`src/udw_pkg.sv`:
```
package udw_pkg;
  // Data path widths and the staging FIFO.
  localparam int DATA_W = 8;
  localparam int FIFO_DEPTH = 16;
  localparam int FIFO_AW = 4;
  // Byte count of one descriptor, up to 8192 bytes.
  localparam int LEN_W = 14;
  localparam logic [13:0] MAX_LEN = 14'h2000;
  // Page geometry: 4-K pages, upper 20 address bits name the page.
  localparam int PAGE_OFS_W = 12;
  localparam logic [11:0] PAGE_LAST = 12'h0fff;
  localparam logic [12:0] PAGE_SIZE = 13'h1000;
  // Endpoint direction field codes.
  localparam logic [1:0] ED_DIR_OUT = 2'h1;
  localparam logic [1:0] ED_DIR_IN = 2'h2;
  // Token direction codes of a transfer descriptor.
  localparam logic [1:0] TOK_SETUP = 2'h0;
  localparam logic [1:0] TOK_OUT = 2'h1;
  localparam logic [1:0] TOK_IN = 2'h2;
  localparam logic [1:0] TOK_RSVD = 2'h3;
  // Values after reset.
  localparam logic [31:0] PTR_RST = 32'h0000_0000;
  localparam logic [13:0] LEN_RST = 14'h0000;
  localparam logic [12:0] PKT_RST = 13'h0000;
  // Walker states, one-hot.
  typedef enum logic [4:0] {
    ST_IDLE = 5'h01,
    ST_CHECK = 5'h02,
    ST_XFER = 5'h04,
    ST_DRAIN = 5'h08,
    ST_DONE = 5'h10
  } udw_state_t;
endpackage : udw_pkg

```
`src/udw_walker.sv`:
```
// How it works
// [RQ1] General descriptors serve interrupt, control, bulk; isochronous ones are refused here.
// [RQ2] A descriptor buffer may hold any length from 0 to 8192 bytes.
// [RQ3] The buffer may span two separate memory pages.
// [RQ4] Software appends by linking the tail descriptor, then moving the tail pointer.
// [RQ5] Descriptors are walked independently of processor activity on the queue.
// [RQ6] Software sets the skip flag before removing or switching a queue.
// [RQ7] Software places general descriptors on 16-byte granules.
// [RQ8] After an error-free packet the buffer pointer grows by bytes moved.
// [RQ9] A page crossing takes the upper 20 bits from the buffer end address.
// [RQ10] After crossing, work resumes at byte 0 of the final byte's page.
// [RQ11] Rounding clear: short final IN packet is an error; set: accepted.
// [RQ12] Token direction code is used only when the endpoint defers direction.
// [RQ13] Code 00 SETUP, 01 OUT, 10 IN, 11 reserved.
// [RQ14] Endpoint direction 01 is OUT, 10 is IN, 00 and 11 defer.
// [RQ15] A skipped endpoint moves on without reading the queue or sending tokens.
// [RQ16] Queue head equal to tail means empty; otherwise work is queued.
`timescale 1ns/10ps
module udw_walker (
  // Clock, reset, enable.
  input wire logic clk_i,
  input wire logic rst_i,
  input wire logic ce_i,
  // Endpoint descriptor fields, held while busy_o is high.
  input wire logic start_i,
  input wire logic ed_skip_i,
  input wire logic ed_iso_format_i,
  input wire logic [1:0] ed_dir_i,
  input wire logic [10:0] ed_max_packet_i,
  input wire logic [31:4] queue_head_pointer_i,
  input wire logic [31:4] queue_tail_pointer_i,
  // Transfer descriptor fields.
  input wire logic [31:0] td_cur_buf_i,
  input wire logic [31:0] td_buf_end_i,
  input wire logic td_rounding_i,
  input wire logic [1:0] token_direction_code_i,
  // Packet result from the link side.
  input wire logic pkt_end_i,
  input wire logic pkt_ok_i,
  // Byte stream into the staging FIFO.
  input wire logic in_valid_i,
  input wire logic [7:0] in_data_i,
  output logic in_ready_o,
  // Byte stream out of the staging FIFO.
  output logic out_valid_o,
  output logic [7:0] out_data_o,
  input wire logic out_ready_i,
  // Status.
  output logic busy_o,
  output logic dir_in_o,
  output logic [1:0] token_pid_o,
  output logic [31:0] mem_addr_o,
  output logic [31:0] cur_buf_o,
  output logic [13:0] remaining_o,
  output logic next_ed_o,
  output logic done_o,
  output logic queue_empty_o,
  output logic iso_refused_o,
  output logic dir_err_o,
  output logic short_err_o
);
  udw_pkg::udw_state_t state;
  udw_pkg::udw_state_t next_state;
  logic [12:0] pkt_bytes;
  logic f_in_ready;
  logic f_out_valid;
  logic [7:0] f_out_data;
  logic [4:0] f_level;
  logic flush;

  // ---------------------------------------------------------------------------
  // Decoding
  // ---------------------------------------------------------------------------
  // [RQ14] endpoint direction decode
  wire ed_defers = (ed_dir_i != udw_pkg::ED_DIR_OUT) && (ed_dir_i != udw_pkg::ED_DIR_IN);
  // [RQ12] deferred token choice
  wire [1:0] pid_sel = ed_defers ? token_direction_code_i
                     : (ed_dir_i == udw_pkg::ED_DIR_IN) ? udw_pkg::TOK_IN : udw_pkg::TOK_OUT;
  // [RQ13] reserved token code
  wire pid_bad = (pid_sel == udw_pkg::TOK_RSVD);
  // [RQ16] empty queue test
  wire q_empty = (queue_head_pointer_i == queue_tail_pointer_i);
  // [RQ3] length over two pages
  wire two_pages = (td_cur_buf_i[31:12] != td_buf_end_i[31:12]);
  wire [13:0] len_one = 14'(td_buf_end_i[11:0]) - 14'(td_cur_buf_i[11:0]) + 14'h0001;
  wire [13:0] len_two = 14'(udw_pkg::PAGE_SIZE) + len_one;
  // [RQ2] zero pointer means zero length
  wire [13:0] buf_len = (td_cur_buf_i == udw_pkg::PTR_RST) ? udw_pkg::LEN_RST : two_pages ? len_two : len_one;
  wire in_xfer = (state == udw_pkg::ST_XFER);
  // Memory side is the fill side for OUT/SETUP and the drain side for IN.
  wire in_beat = in_valid_i && in_ready_o;
  wire out_beat = out_valid_o && out_ready_i;
  wire mem_beat = dir_in_o ? out_beat : in_beat;
  wire link_beat = dir_in_o ? in_beat : out_beat;
  // A byte may arrive on the very edge that ends the packet, so it is counted in.
  wire [12:0] pkt_cnt = pkt_bytes + 13'(link_beat);
  wire pkt_short = dir_in_o && (pkt_cnt < 13'(ed_max_packet_i)) && (remaining_o != 14'(pkt_cnt));
  wire pkt_last = (14'(pkt_cnt) == remaining_o) || pkt_short;
  wire drained = (f_level == 5'h00) && !out_valid_o;
  wire f_push = in_beat && f_in_ready;
  wire f_pop = ce_i && f_out_valid && (!out_valid_o || out_ready_i) && !flush;
  assign flush = in_xfer && pkt_end_i && !pkt_ok_i && !dir_in_o;

  // [RQ9] page-crossing pointer step
  function automatic logic [31:0] udw_step(input logic [31:0] p, input logic [12:0] n, input logic [31:0] be);
    logic [12:0] ofs;
    ofs = 13'(p[11:0]) + n;
    // [RQ10] resume in the end page at the wrapped offset, byte zero for a one-byte step
    udw_step = ofs[12] ? {be[31:12], ofs[11:0]} : {p[31:12], ofs[11:0]};
  endfunction : udw_step

  // ---------------------------------------------------------------------------
  // Walker state machine
  // ---------------------------------------------------------------------------
  // Next state: skip beats empty, empty beats format, format beats direction.
  always_comb begin
    next_state = state;
    unique case (state)
      udw_pkg::ST_IDLE: if (start_i) next_state = udw_pkg::ST_CHECK;
      udw_pkg::ST_CHECK: begin
        if (ed_skip_i || q_empty || ed_iso_format_i || pid_bad || buf_len == udw_pkg::LEN_RST)
          next_state = udw_pkg::ST_DONE;
        else
          next_state = udw_pkg::ST_XFER;
      end
      udw_pkg::ST_XFER: if (pkt_end_i && pkt_ok_i && pkt_last) next_state = udw_pkg::ST_DRAIN;
      udw_pkg::ST_DRAIN: if (drained) next_state = udw_pkg::ST_DONE;
      udw_pkg::ST_DONE: next_state = udw_pkg::ST_IDLE;
      default: next_state = udw_pkg::ST_IDLE;
    endcase
  end

  // [RQ5] free-running walk
  always_ff @(posedge clk_i or posedge rst_i) begin
    if (rst_i) state <= udw_pkg::ST_IDLE;
    else if (ce_i) state <= next_state;
  end

  // Descriptor check outcome, reported for one cycle at the end of the walk.
  always_ff @(posedge clk_i or posedge rst_i) begin
    if (rst_i) begin
      next_ed_o <= 1'b0;
      queue_empty_o <= 1'b0;
      iso_refused_o <= 1'b0;
      dir_err_o <= 1'b0;
      dir_in_o <= 1'b0;
      token_pid_o <= udw_pkg::TOK_SETUP;
    end else if (ce_i) begin
      // [RQ15] skip without queue access
      next_ed_o <= (state == udw_pkg::ST_CHECK) && ed_skip_i;
      queue_empty_o <= (state == udw_pkg::ST_CHECK) && !ed_skip_i && q_empty;
      // [RQ1] isochronous format refused
      iso_refused_o <= (state == udw_pkg::ST_CHECK) && !ed_skip_i && !q_empty && ed_iso_format_i;
      dir_err_o <= (state == udw_pkg::ST_CHECK) && !ed_skip_i && !q_empty && !ed_iso_format_i && pid_bad;
      if (state == udw_pkg::ST_CHECK && !ed_skip_i && !q_empty) begin
        token_pid_o <= pid_sel;
        dir_in_o <= (pid_sel == udw_pkg::TOK_IN);
      end
    end
  end

  // Busy and done markers.
  always_ff @(posedge clk_i or posedge rst_i) begin
    if (rst_i) begin
      busy_o <= 1'b0;
      done_o <= 1'b0;
    end else if (ce_i) begin
      busy_o <= (next_state != udw_pkg::ST_IDLE);
      done_o <= (next_state == udw_pkg::ST_DONE);
    end
  end

  // ---------------------------------------------------------------------------
  // Buffer pointers
  // ---------------------------------------------------------------------------
  // The memory pointer runs ahead byte by byte; the committed pointer moves only on good packets,
  // so a failed OUT packet can be retried from the committed point.
  always_ff @(posedge clk_i or posedge rst_i) begin
    if (rst_i) begin
      mem_addr_o <= udw_pkg::PTR_RST;
      cur_buf_o <= udw_pkg::PTR_RST;
      remaining_o <= udw_pkg::LEN_RST;
      pkt_bytes <= udw_pkg::PKT_RST;
      short_err_o <= 1'b0;
    end else if (ce_i) begin
      short_err_o <= 1'b0;
      if (state == udw_pkg::ST_CHECK) begin
        mem_addr_o <= td_cur_buf_i;
        cur_buf_o <= td_cur_buf_i;
        remaining_o <= buf_len;
        pkt_bytes <= udw_pkg::PKT_RST;
      end else if (in_xfer && pkt_end_i) begin
        pkt_bytes <= udw_pkg::PKT_RST;
        if (pkt_ok_i) begin
          // [RQ8] advance by bytes moved
          cur_buf_o <= udw_step(cur_buf_o, pkt_cnt, td_buf_end_i);
          remaining_o <= remaining_o - 14'(pkt_cnt);
          // [RQ11] rounding flag check
          short_err_o <= pkt_short && !td_rounding_i;
        end
        // A failed OUT packet refetches from the committed point; otherwise a beat on this edge still counts.
        if (!pkt_ok_i && !dir_in_o) mem_addr_o <= cur_buf_o;
        else if (mem_beat) mem_addr_o <= udw_step(mem_addr_o, 13'h0001, td_buf_end_i);
      end else if (in_xfer || state == udw_pkg::ST_DRAIN) begin
        if (link_beat && in_xfer) pkt_bytes <= pkt_bytes + 13'h0001;
        if (mem_beat) mem_addr_o <= udw_step(mem_addr_o, 13'h0001, td_buf_end_i);
      end
    end
  end

  // ---------------------------------------------------------------------------
  // Data path
  // ---------------------------------------------------------------------------
  // Fill-side ready is registered with two slots of slack so a byte taken on the cycle
  // it drops still finds room. OUT fetches stop once the buffer is fully staged.
  wire [31:0] fetch_next = in_beat ? udw_step(mem_addr_o, 13'h0001, td_buf_end_i) : mem_addr_o;
  wire fetch_room = dir_in_o || (fetch_next != udw_step(cur_buf_o, 13'(remaining_o), td_buf_end_i));
  always_ff @(posedge clk_i or posedge rst_i) begin
    if (rst_i) in_ready_o <= 1'b0;
    else if (ce_i) in_ready_o <= (next_state == udw_pkg::ST_XFER) && (f_level < 5'h0e) && fetch_room;
  end

  // Output stage keeps the drain side flopped.
  always_ff @(posedge clk_i or posedge rst_i) begin
    if (rst_i) begin
      out_valid_o <= 1'b0;
      out_data_o <= 8'h00;
    end else if (ce_i) begin
      if (flush) out_valid_o <= 1'b0;
      else if (!out_valid_o || out_ready_i) begin
        out_valid_o <= f_out_valid;
        out_data_o <= f_out_data;
      end
    end
  end

  udw_fifo #(.W(udw_pkg::DATA_W), .D(udw_pkg::FIFO_DEPTH), .AW(udw_pkg::FIFO_AW)) udw_fifo_i (
    .clk_i(clk_i),
    .rst_i(rst_i),
    .ce_i(ce_i),
    .flush_i(flush),
    .in_valid_i(f_push),
    .in_data_i(in_data_i),
    .in_ready_o(f_in_ready),
    .out_valid_o(f_out_valid),
    .out_data_o(f_out_data),
    .out_ready_i(f_pop),
    .level_o(f_level)
  );
endmodule : udw_walker

```
`src/udw_fifo.sv`:
```
`timescale 1ns/10ps
module udw_fifo #(
  parameter int W = 8,
  parameter int D = 16,
  parameter int AW = 4
) (
  // Clock, reset, enable.
  input wire logic clk_i,
  input wire logic rst_i,
  input wire logic ce_i,
  input wire logic flush_i,
  // Fill side.
  input wire logic in_valid_i,
  input wire logic [W-1:0] in_data_i,
  output logic in_ready_o,
  // Drain side.
  output logic out_valid_o,
  output logic [W-1:0] out_data_o,
  input wire logic out_ready_i,
  // Fill level.
  output logic [AW:0] level_o
);
  logic [W-1:0] mem [D];
  logic [AW-1:0] wr_ptr;
  logic [AW-1:0] rd_ptr;
  wire push = in_valid_i && in_ready_o;
  wire pop = out_valid_o && out_ready_i;

  // Full and empty come straight from the level count.
  assign in_ready_o = (level_o != (AW + 1)'(D));
  assign out_valid_o = (level_o != '0);
  assign out_data_o = mem[rd_ptr];

  // Pointers and level; a flush drops whatever is stored.
  always_ff @(posedge clk_i or posedge rst_i) begin
    if (rst_i) begin
      wr_ptr <= '0;
      rd_ptr <= '0;
      level_o <= '0;
    end else if (ce_i) begin
      if (flush_i) begin
        wr_ptr <= '0;
        rd_ptr <= '0;
        level_o <= '0;
      end else begin
        if (push) wr_ptr <= wr_ptr + 1'b1;
        if (pop) rd_ptr <= rd_ptr + 1'b1;
        if (push && !pop) level_o <= level_o + 1'b1;
        else if (pop && !push) level_o <= level_o - 1'b1;
      end
    end
  end

  // Storage has no reset; only written slots are ever read.
  always_ff @(posedge clk_i) begin
    if (ce_i && push && !flush_i) mem[wr_ptr] <= in_data_i;
  end
endmodule : udw_fifo

```
`config.mk`:
```
export PLATFORM = sky130hd
export DESIGN_NAME = udw_walker
export DESIGN_NICKNAME = d
export VERILOG_FILES = /design/src/udw_pkg.sv /design/src/udw_walker.sv /design/src/udw_fifo.sv
export SDC_FILE = /design/constraint.sdc
export NUM_CORES = 1
export LEC_CHECK = 0
export BUFFER_PORTS_ARGS = -buffer_cell sky130_fd_sc_hd__buf_2
export CAP_MARGIN = 20
export CORE_ASPECT_RATIO = 1.75
export CORE_UTILIZATION = 59
export DETAILED_ROUTE_END_ITERATION = 7
export PLACE_DENSITY = 0.94
export SYNTH_ARGS = -nofsm -noshare
export SYNTH_HDL_FRONTEND = slang
export SYNTH_HIERARCHICAL = 1
export SYNTH_SLANG_ARGS = --single-unit
```
`constraint.sdc`:
```
create_clock -name clk_i -period 4.88 [get_ports clk_i]
set_input_delay 0.976 -clock clk_i [delete_from_list [all_inputs] [get_ports clk_i]]
set_output_delay 0.976 -clock clk_i [all_outputs]
set_load 0.05 [all_outputs]
```
# Word level (Yosys, flattened, before mapping)
# Memories as Yosys holds them, arrays and structs flattened. A register that Yosys moved wholly into a read port is not among the register bits.
# Index checks and enable logic that the tools add are counted.
[totals]
memories = 1
regBits = 121
elab_cells = 173
mem_bits_ro = 0
input_bits = 154
latchBits = 0
ram_bits = 128
out_inout_bits = 98
[mem_list]
columns = ["name", "depth", "word_bits", "rd", "rd_ports_with_merged_regs", "wr", "line", "rtl"]
rows = [
  ["udw_fifo_i.mem", 16, 8, 1, 1, 1, "udw_fifo.sv:23", "logic [W-1:0] mem [D];"],
]
[classes]
n_eq_ne = 18
n_div = 0
addsub = 13
bitwise_logic = 1
n_reduce_logical = 74
multipliers = 0
mux = 44
order_cmp = 2
shifts = 0
[ops]
columns = ["operator", "n"]
rows = [
  ["$mux W32", 12],
  ["$mux W14", 5],
  ["$mux W13", 4],
  ["$mux W5", 7],
  ["$logic_and A1 B1 Y1", 33],
  ["$logic_not A32 Y1", 1],
  ["$ne A32 B32 Y1", 1],
  ["$eq A28 B28 Y1", 1],
  ["$add A12 B13 Y13", 2],
  ["$ne A20 B20 Y1", 1],
  ["$pmux W5 S4", 1],
  ["$mux W4", 4],
  ["$add A13 B14 Y14 const A", 1],
  ["$add A13 B2 Y14 const B", 1],
  ["$eq A13 B14 Y1", 1],
  ["$logic_not A14 Y1", 1],
  ["$ne A14 B13 Y1", 1],
  ["$sub A14 B13 Y14", 1],
  ["$add A12 B1 Y13 const B", 1],
  ["$add A13 B1 Y13", 1],
  ["$add A13 B1 Y13 const B", 1],
  ["$lt A13 B11 Y1", 1],
  ["$sub A12 B12 Y13", 1],
  ["$reduce_and A2 Y1", 6],
  ["25 further kinds", 63],
]

# Longest topological paths before layout
# Gate-level depths: netlist of run 1.
[depth]
word_depth = 13
mapped_depth = 18
ltp_nobuf = 18

# Modules after synthesis
# Netlist of run 1, hierarchy kept.
[by_module_without_submodules]
columns = ["module", "n_inst", "cells_each", "seq_area_each_um2", "area_per_inst_um2"]
rows = [
  ["udw_walker", 1, 1402, 2904.0, 11134.4],
  ["udw_fifo", 1, 322, 4169.0, 5906.9],
]

# Least setup slack after synthesis of run 1
# No wires, ideal clock.
[synth_path]
path_kind = "input to register"
from = "input in_valid_i"
to = "register cur_buf_o[19]"
n_path_buf = 1
t_arrival_ps = 4593
path_slack_ps = 163
stages = 18
setup_ps = 125
path_cell_list = "and2_0 nand2_1 o21ai_0 ha_1 ha_1 xor2_1 ha_1 a21o_1 a21oi_1 o21bai_1 a21oi_1 o21bai_1 a211o_1 a2111o_1 a21o_1 a31oi_1 buf_2 mux2_2"
[synth_via]
elab_chain_len = 6
[synth_lines]
columns = ["element", "line", "rtl"]
rows = [
  ["start, declared", "udw_walker.sv:41", "input wire logic in_valid_i,"],
  ["$logic_and A1 B1 Y1", "udw_walker.sv:91", "wire in_beat = in_valid_i && in_ready_o;"],
  ["$mux W1", "udw_walker.sv:94", "wire link_beat = dir_in_o ? in_beat : out_beat;"],
  ["$add A13 B1 Y13", "udw_walker.sv:96", "wire [12:0] pkt_cnt = pkt_bytes + 13'(link_beat);"],
  ["$add A12 B13 Y13", "udw_walker.sv:107", "ofs = 13'(p[11:0]) + n;"],
  ["$reduce_bool A2 Y1 (no line)", "--", ""],
  ["$reduce_and A4 Y1 (no line)", "--", ""],
  ["end signal, assigned", "udw_walker.sv:181", "cur_buf_o <= udw_pkg::PTR_RST;"],
  ["end signal, assigned", "udw_walker.sv:189", "cur_buf_o <= td_cur_buf_i;"],
  ["end signal, assigned", "udw_walker.sv:196", "cur_buf_o <= udw_step(cur_buf_o, pkt_cnt, td_buf_end_i);"],
  ["end, declared", "udw_walker.sv:53", "output logic [31:0] cur_buf_o,"],
]
# Every way passes these cells.
# A chain may end at the register's enable or synchronous reset.

# Final worst setup path of run 1
[layout_path]
from = "input in_valid_i"
to = "register cur_buf_o[26]"
# The elaborated chain is that of the path after synthesis.

==> results of run 1 <==
==> cell type report <==
cell class	count	area (µm²)
well taps	378	473
fillers	2066	8910
clock inverters	15	191
inverters	76	288
flip-flops and latches	257	7070
multi-input cells	1291	9310
repair buffers	299	1620
diodes	4	10.0
clock buffers	29	639
==> metal layers <==
metal | global-route usage | up-vias
li1 | - | 6800
met1 | 0.398 | 7449
met4 | 0.282 | 6
met2 | 0.640 | 1040
met5 | 0.0160 | -
met3 | 0.116 | 313
==> sequential cells by signal, indices dropped and copies added (netlist names), 2 cells and up <==
| register | flops |
|---|---|
| token_pid_o | 2 |
| udw_fifo_i/wr_ptr | 4 |
| out_data_o | 8 |
| udw_fifo_i/rd_ptr | 4 |
| remaining_o | 14 |
| udw_fifo_i/level_o | 5 |
| pkt_bytes | 13 |
| state | 5 |
| udw_fifo_i/mem | 128 |
| mem_addr_o | 32 |
| cur_buf_o | 32 |
==> placed cells by master, fill, tap and decap left out, types with 14 or more instances in the layout <==
| cell | instances |
|---|---|
| buf_2 | 252 |
| nand2_1 | 177 |
| edfxtp_1 | 128 |
| dfrtp_1 | 127 |
| nor2_1 | 118 |
| xnor2_1 | 102 |
| o21ai_0 | 92 |
| a21oi_1 | 89 |
| inv_1 | 74 |
| ha_1 | 74 |
| xor2_1 | 64 |
| buf_4 | 45 |
| a211oi_1 | 42 |
| nand3_1 | 39 |
| mux2i_1 | 37 |
| mux2_2 | 34 |
| mux4_2 | 32 |
| nor4_1 | 30 |
| a22oi_1 | 30 |
| nor3_1 | 27 |
| nand4_1 | 26 |
| clkbuf_16 | 24 |
| and2_1 | 23 |
| nor2b_1 | 18 |
| and3_1 | 18 |
| a22o_1 | 16 |
| a21o_1 | 15 |
| o211ai_1 | 14 |
| o21a_1 | 14 |
==> path summary, 6_finish.rpt <==
check	end	cells past startpoint	slack (ns)	from
setup / recovery	cur_buf_o[26]$_DFFE_PP0P_	18	0.32	in_valid_i
hold / removal	busy_o$_DFFE_PP0P_	1	0.49	busy_o$_DFFE_PP0P_
setup reg to reg	cur_buf_o[26]$_DFFE_PP0P_	15	0.35	dir_in_o$_DFFE_PP0P_
hold reg to reg	busy_o$_DFFE_PP0P_	1	0.49	busy_o$_DFFE_PP0P_
max in group asynchronous	state[0]$_DFFE_PP1P_	3	3.21	rst_i
min in group asynchronous	udw_fifo_i/level_o[0]$_DFFE_PP0P_	2	0.50	rst_i
==> where the power goes <==
part / internal [mW] / leakage, nW / switching (mW) / total, mW
Combinational: 1.73 / 5.35 / 2.79 / 4.51
Sequential: 2.49 / 2.81 / 0.438 / 2.93
Clock: 1.11 / 0.405 / 0.892 / 2.00
==> critical path: cells and delay by family <==
kind	cells	cell delay (ns)
and+or+nand+nor	2	0.23
buffers and inverters	2	0.33
adders and majority gates	3	1.01
muxes	1	0.36
AOI/OAI and AO/OA	10	2.06
==> through the flow <==
step / worst slack (ns) / setup TNS, ns / cell area (µm²)
floorplan: 0.163 / 0 / 17000
global placement: -0.128 / -2.28 / 18800
detailed placement: -0.165 / -2.89 / 18800
CTS: 0.374 / 0 / 19600
global route: 0.0830 / 0 / 19600
finish: 0.324 / 0 / 19600
==> logic make-up (layout without fill, tap and decap cells) <==
kind of cell / count (synthesis) / in the layout
and+or+nand+nor: 534 / 534
AOI/OAI and AO/OA: 409 / 409
DFF: 257 / 257
buffers and inverters: 176 / 419
xor gates and xnor gates: 166 / 166
muxes: 103 / 103
adders and majority gates: 79 / 79
other: 0 / 4
==> metrics.yaml, run 1 <==
status:
  outcome: "completed"
timing:
  final.setup_skew_ns: 0.0149
  slew_viol_final: 0
  finalHoldViolCount: 0
  finalSetupViolations: 0
  max_freq_mhz: 219
  period_share: 0.934
  worst_pin_slew_ns: 1.05
  timing.hold.ws_ns: 0.488
  rsz0062_at_grt: "false"
  maxSlewHeadroom: 0.302
  period_needed_ns: 4.56
yosys:
  syn_avg_cell_area_um2: 9.88
  synth_mux_area_frac: 0.0865
  synth_top_family_by_area: "compound AO/OA/AOI/OAI gates"
  syn-num-nets: 1957
  yosysSeqAreaShare: 0.415
  synth_cell_types: 83
  synth_flop_cell: "edfxtp_1"
  synth_seq_cells: 257
  synth_xor_area_frac: 0.0853
  synthAdderAreaFrac: 0.0602
  ys_warn_count: 6
  syn_inst: 1724
  yosys-top-cells-area: "edfxtp_1 23%, dfrtp_1 19%, ha_1 5.4%"
  synth_most_common_cell: "nand2_1"
  async_flop_share: 0.502
  synth_top_area_share: 0.226
  synth_edf_count: 128
  synth_top_cell_by_area: "edfxtp_1"
  synth-simple-area-share: 0.153
  synthTopCellsByCount: "177 x nand2_1, 128 x dfrtp_1, 128 x edfxtp_1"
  synth-compound-area-share: 0.160
  syn_area_um2: 17000
layout:
  postLayoutCoreUtil: 0.688
  final_cells: 2349
  drive_above_1_share: 0.220
  final_nets: 2182
  syn_to_final_growth_pct: 15.1
worst_setup_path:
  cp_max_fo: 20
  end_kind: "flop"
  worstSetupPathType: "input pin to flop"
  slowest_stage: "fa_1"
  cpPeakStageDelay_ns: 0.42
  crit_arrival_ns: 5.00
  path_cells: "buf_2, and2_0, nand2_1, o21ai_0, ha_1, ha_1, fa_1, a21o_1, a21oi_1, o21bai_1, a21oi_1, o21bai_1, a211o_1, a2111o_1, a21o_1, a31oi_2, buf_12, mux2_2"
  startpoint_type: "input pin"
  required_ns: 5.32
hold_path:
  min_path_type: "flop to flop"
placed_design:
  place_congestion: 0.944
  placement.io_buffers: 251
  dp_hpwl_mm: 39.4
  place_inst: 2299
pwr:
  total_power_mw: 9.45
  power.leakage_nw: 8.57
  p_per_area_nw_per_um2: 482
  ir_drop_mv: 0.610
grt:
  gr-total-overflow: 0
  grt_max_degree: 94
  grt_pass1_vias: 15300
  grtUsageTotal: 0.382
  antenna_found_initial: 4
  grt_pass1_wl_mm: 83.7
cts:
  postCtsResizedCells: 0
  clk_pin_slew_ns: 0.07
  clockBufferDepth: 3
  ctsHoldBuffers: 0
  cts_tree: "built"
  cts_root_buffer: "clkbuf_16"
  htree_num_levels: 1
  cts_buffers: 24
  insertion_delay_ns: 0.56
  clock_sinks: 257
  postCtsSetupRepairBufs: 0
detailed_routing:
  via_count: 15600
  first_iter_violations: 1647
  drt-pass1-iter-count: 6
  wl_met3_mm: 5.77
  drc_errors: 0
  topRoutingLayerUsed: "met5"
  final_antenna_net_count: 0
  wl_met2_mm: 27.1
  routedWlPerCell_um: 23.6
  drt-total-wl_mm: 55.4
  vias_per_cell: 6.64
  wl_met1_mm: 18.0
floorplan:
  die_y_um: 227
  dieWidth_um: 130
  core_um2: 28500
  io_pins: 252
  dieArea_um2: 29600
  start_util: 0.597
  rows: 82
job:
  maxCapViolCount: 0
No activity file was read; power rests on OpenSTA's default activity.
==> run 2, diff against run 1 <==
Settings changed: CORE_UTILIZATION 59 to 60, PLACE_DENSITY 0.94 to 0.95.
Clock period 4.88 ns to 5.75 ns, I/O delays scaled along.
==> metrics.yaml, run 2 (synthesis gave the netlist of run 1 again) <==
timing:
  period_share: 0.861
  timing.hold.ws_ns: 0.507  # +0.0192 ns
  finalSetupViolations: 0  # unchanged
  maxSlewHeadroom: 0.271  # -0.0316
  max_freq_mhz: 202
  rsz0062_at_grt: "false"
  final.setup_skew_ns: 0.0280  # +0.0131 ns
  worst_pin_slew_ns: 1.09  # +0.0475 ns
  slew_viol_final: 0  # unchanged
  finalHoldViolCount: 0  # unchanged
  period_needed_ns: 4.95
  setup_tns_ns: 0  # unchanged
worst_setup_path:
  end_kind: "flop"
  crit_arrival_ns: 5.38  # +0.38 ns
  r2r_cells: 16  # +1
  worstSetupPathType: "input pin to flop"
  r2r-start: "dir_in_o$_DFFE_PP0P_"
  startpoint_type: "input pin"
  rrSetupSlack_ns: 0.93  # +0.58 ns
  cp_max_fo: 20  # unchanged
  required_ns: 6.18  # +0.86 ns
  worstReg2RegEnd: "cur_buf_o[26]$_DFFE_PP0P_"
floorplan:
  die_y_um: 225  # -0.83%
  io_pins: 252  # unchanged
  core_um2: 28000  # -1.9%
  rows: 81  # -1.2%
  dieArea_um2: 29100  # -1.6%
  dieWidth_um: 129  # -0.82%
  start_util: 0.609  # +0.0118
layout:
  max_flop_register: "udw_fifo_i/mem"
  reg.largest.list: "udw_fifo_i/mem (128), cur_buf_o (32), mem_addr_o (32)"
  most-common-layout-cells: "251 x buf_2, 177 x nand2_1, 128 x edfxtp_1"
  drive_above_1_share: 0.209  # -0.0105
  largest_reg_flops: 128  # unchanged
  fill_cells: 1996  # -3.4%
  final_nets: 2155  # -1.2%
  final_common_cell: "buf_2"
  syn_to_final_growth_pct: 13.9
grt:
  grt_pass1_wl_mm: 83.3  # -0.44%
  antenna_found_initial: 4  # unchanged
  grt_max_degree: 94  # unchanged
  grtUsageTotal: 0.384  # +0.00159
  grt_pass1_vias: 15100  # -1.1%
  gr-total-overflow: 0  # unchanged
cts:
  htree_num_levels: 1  # unchanged
  postCtsResizedCells: 0  # unchanged
  insertion_delay_ns: 0.56  # about the same
  ctsHoldBuffers: 0  # unchanged
  clock_sinks: 257  # unchanged
  cts_tree: "built"
  clk_pin_slew_ns: 0.07  # about the same
  cts_buffers: 25  # +4.2%
  clockBufferDepth: 3  # unchanged
  postCtsSetupRepairBufs: 0  # unchanged
  cts_root_buffer: "clkbuf_16"
detailed_routing:
  final_antenna_net_count: 0  # unchanged
  drc_errors: 0  # unchanged
  drt-total-wl_mm: 55.1  # -0.66%
  via_count: 15300  # -1.7%
  drt-pass1-iter-count: 8  # +2
  first_iter_violations: 1531  # -7.0%
  vias_per_cell: 6.62  # -0.30%
  routedWlPerCell_um: 23.8  # +0.80%
pwr:
  power.leakage_nw: 8.42  # -1.7%
  p_per_area_nw_per_um2: 407  # -16%
  ir_drop_mv: 0.382  # -37%
hold_path:
  hold_path_startpoint: "state[0]$_DFFE_PP1P_"
  min_path_type: "flop to flop"
  min_to: "state[0]$_DFFE_PP1P_"
  whs_path_depth: 2  # +1
status:
  outcome: "completed"
placed_design:
  placement.io_buffers: 251  # unchanged
  place_congestion: 0.962  # +2.0%
  dp_hpwl_mm: 38.9  # -1.2%
job:
  maxCapViolCount: 0  # unchanged
[run 2: cell types whose count changed in the layout (fill, tap and decap cells not counted), sizes merged]
cell,before,now
buf,298,270
bufinv,3,2
clkbuf,30,31
clkinv,12,7
clkinvlp,1,4
diode,4,1
inv,75,79
[run 2: area by class of cell]
cell class              instances  area, µm²  share of cell area
diodes                          1       2.50            0.000129
clock buffers                  30        654              0.0337
clock inverters                16        169             0.00871
inverters                      76        288              0.0148
multi-input cells            1291       9310               0.480
flip-flops and latches        257       7070               0.365
well taps                     373        467              0.0241
repair buffers                271       1440              0.0740
[run 2: routing by layer]
metal	up-vias	share of wire	wire, µm	track usage
met1	7240	0.31	17300	0.385
met3	340	0.11	6040	0.122
met2	1016	0.48	26600	0.643
met5	-	0.00060	33	0
li1	6734	-	-	-
met4	6	0.093	5130	0.312
[run 2: worst max-delay path by stage]
stage          slack, ns  cells after the start        start                   endpoint
2_1_floorplan       0.86                     18   in_valid_i  cur_buf_o[19]$_DFFE_PP0P_
3_3_place_gp        0.45                     19   in_valid_i  cur_buf_o[23]$_DFFE_PP0P_
3_5_place_dp        0.32                     18  out_ready_i  cur_buf_o[26]$_DFFE_PP0P_
4_1_cts             0.89                     18  out_ready_i  cur_buf_o[26]$_DFFE_PP0P_
5_1_grt             0.61                     18  out_ready_i  cur_buf_o[28]$_DFFE_PP0P_
6_report            0.80                     18  out_ready_i  cur_buf_o[26]$_DFFE_PP0P_
[run 2: through the flow]
step | setup slack [ns] | utilization | cell area (µm²) | total power, mW | instances
after floorplan | 0.859 | - | 17000 | 5.13 | 1724
after global placement | 0.453 | 0.663 | 18500 | 5.96 | 2265
after detailed placement | 0.324 | 0.663 | 18500 | 6.08 | 2265
after CTS | 0.894 | 0.692 | 19400 | 7.78 | 2311
after global routing | 0.612 | 0.694 | 19400 | 8.24 | 2315
final | 0.801 | 0.694 | 19400 | 7.90 | 2315
[run 2: power by group]
part	internal, mW	switching [mW]
clock	0.920	0.765
sequential	2.12	0.380
combinational	1.42	2.29
[run 2: worst max-delay path: stages]
cell and delay [ns]:
buf_2 0.15, nand2_1 0.07, o21ai_0 0.29, ha_1 0.24, ha_1 0.28, xor2_1 0.27
ha_1 0.31, a21o_1 0.20, a21oi_1 0.22, o21bai_1 0.11, a21oi_1 0.25, o21bai_1 0.12
a211o_1 0.32, a2111o_1 0.38, a21o_1 0.17, a31oi_2 0.23, buf_12 0.22, mux2_2 0.36
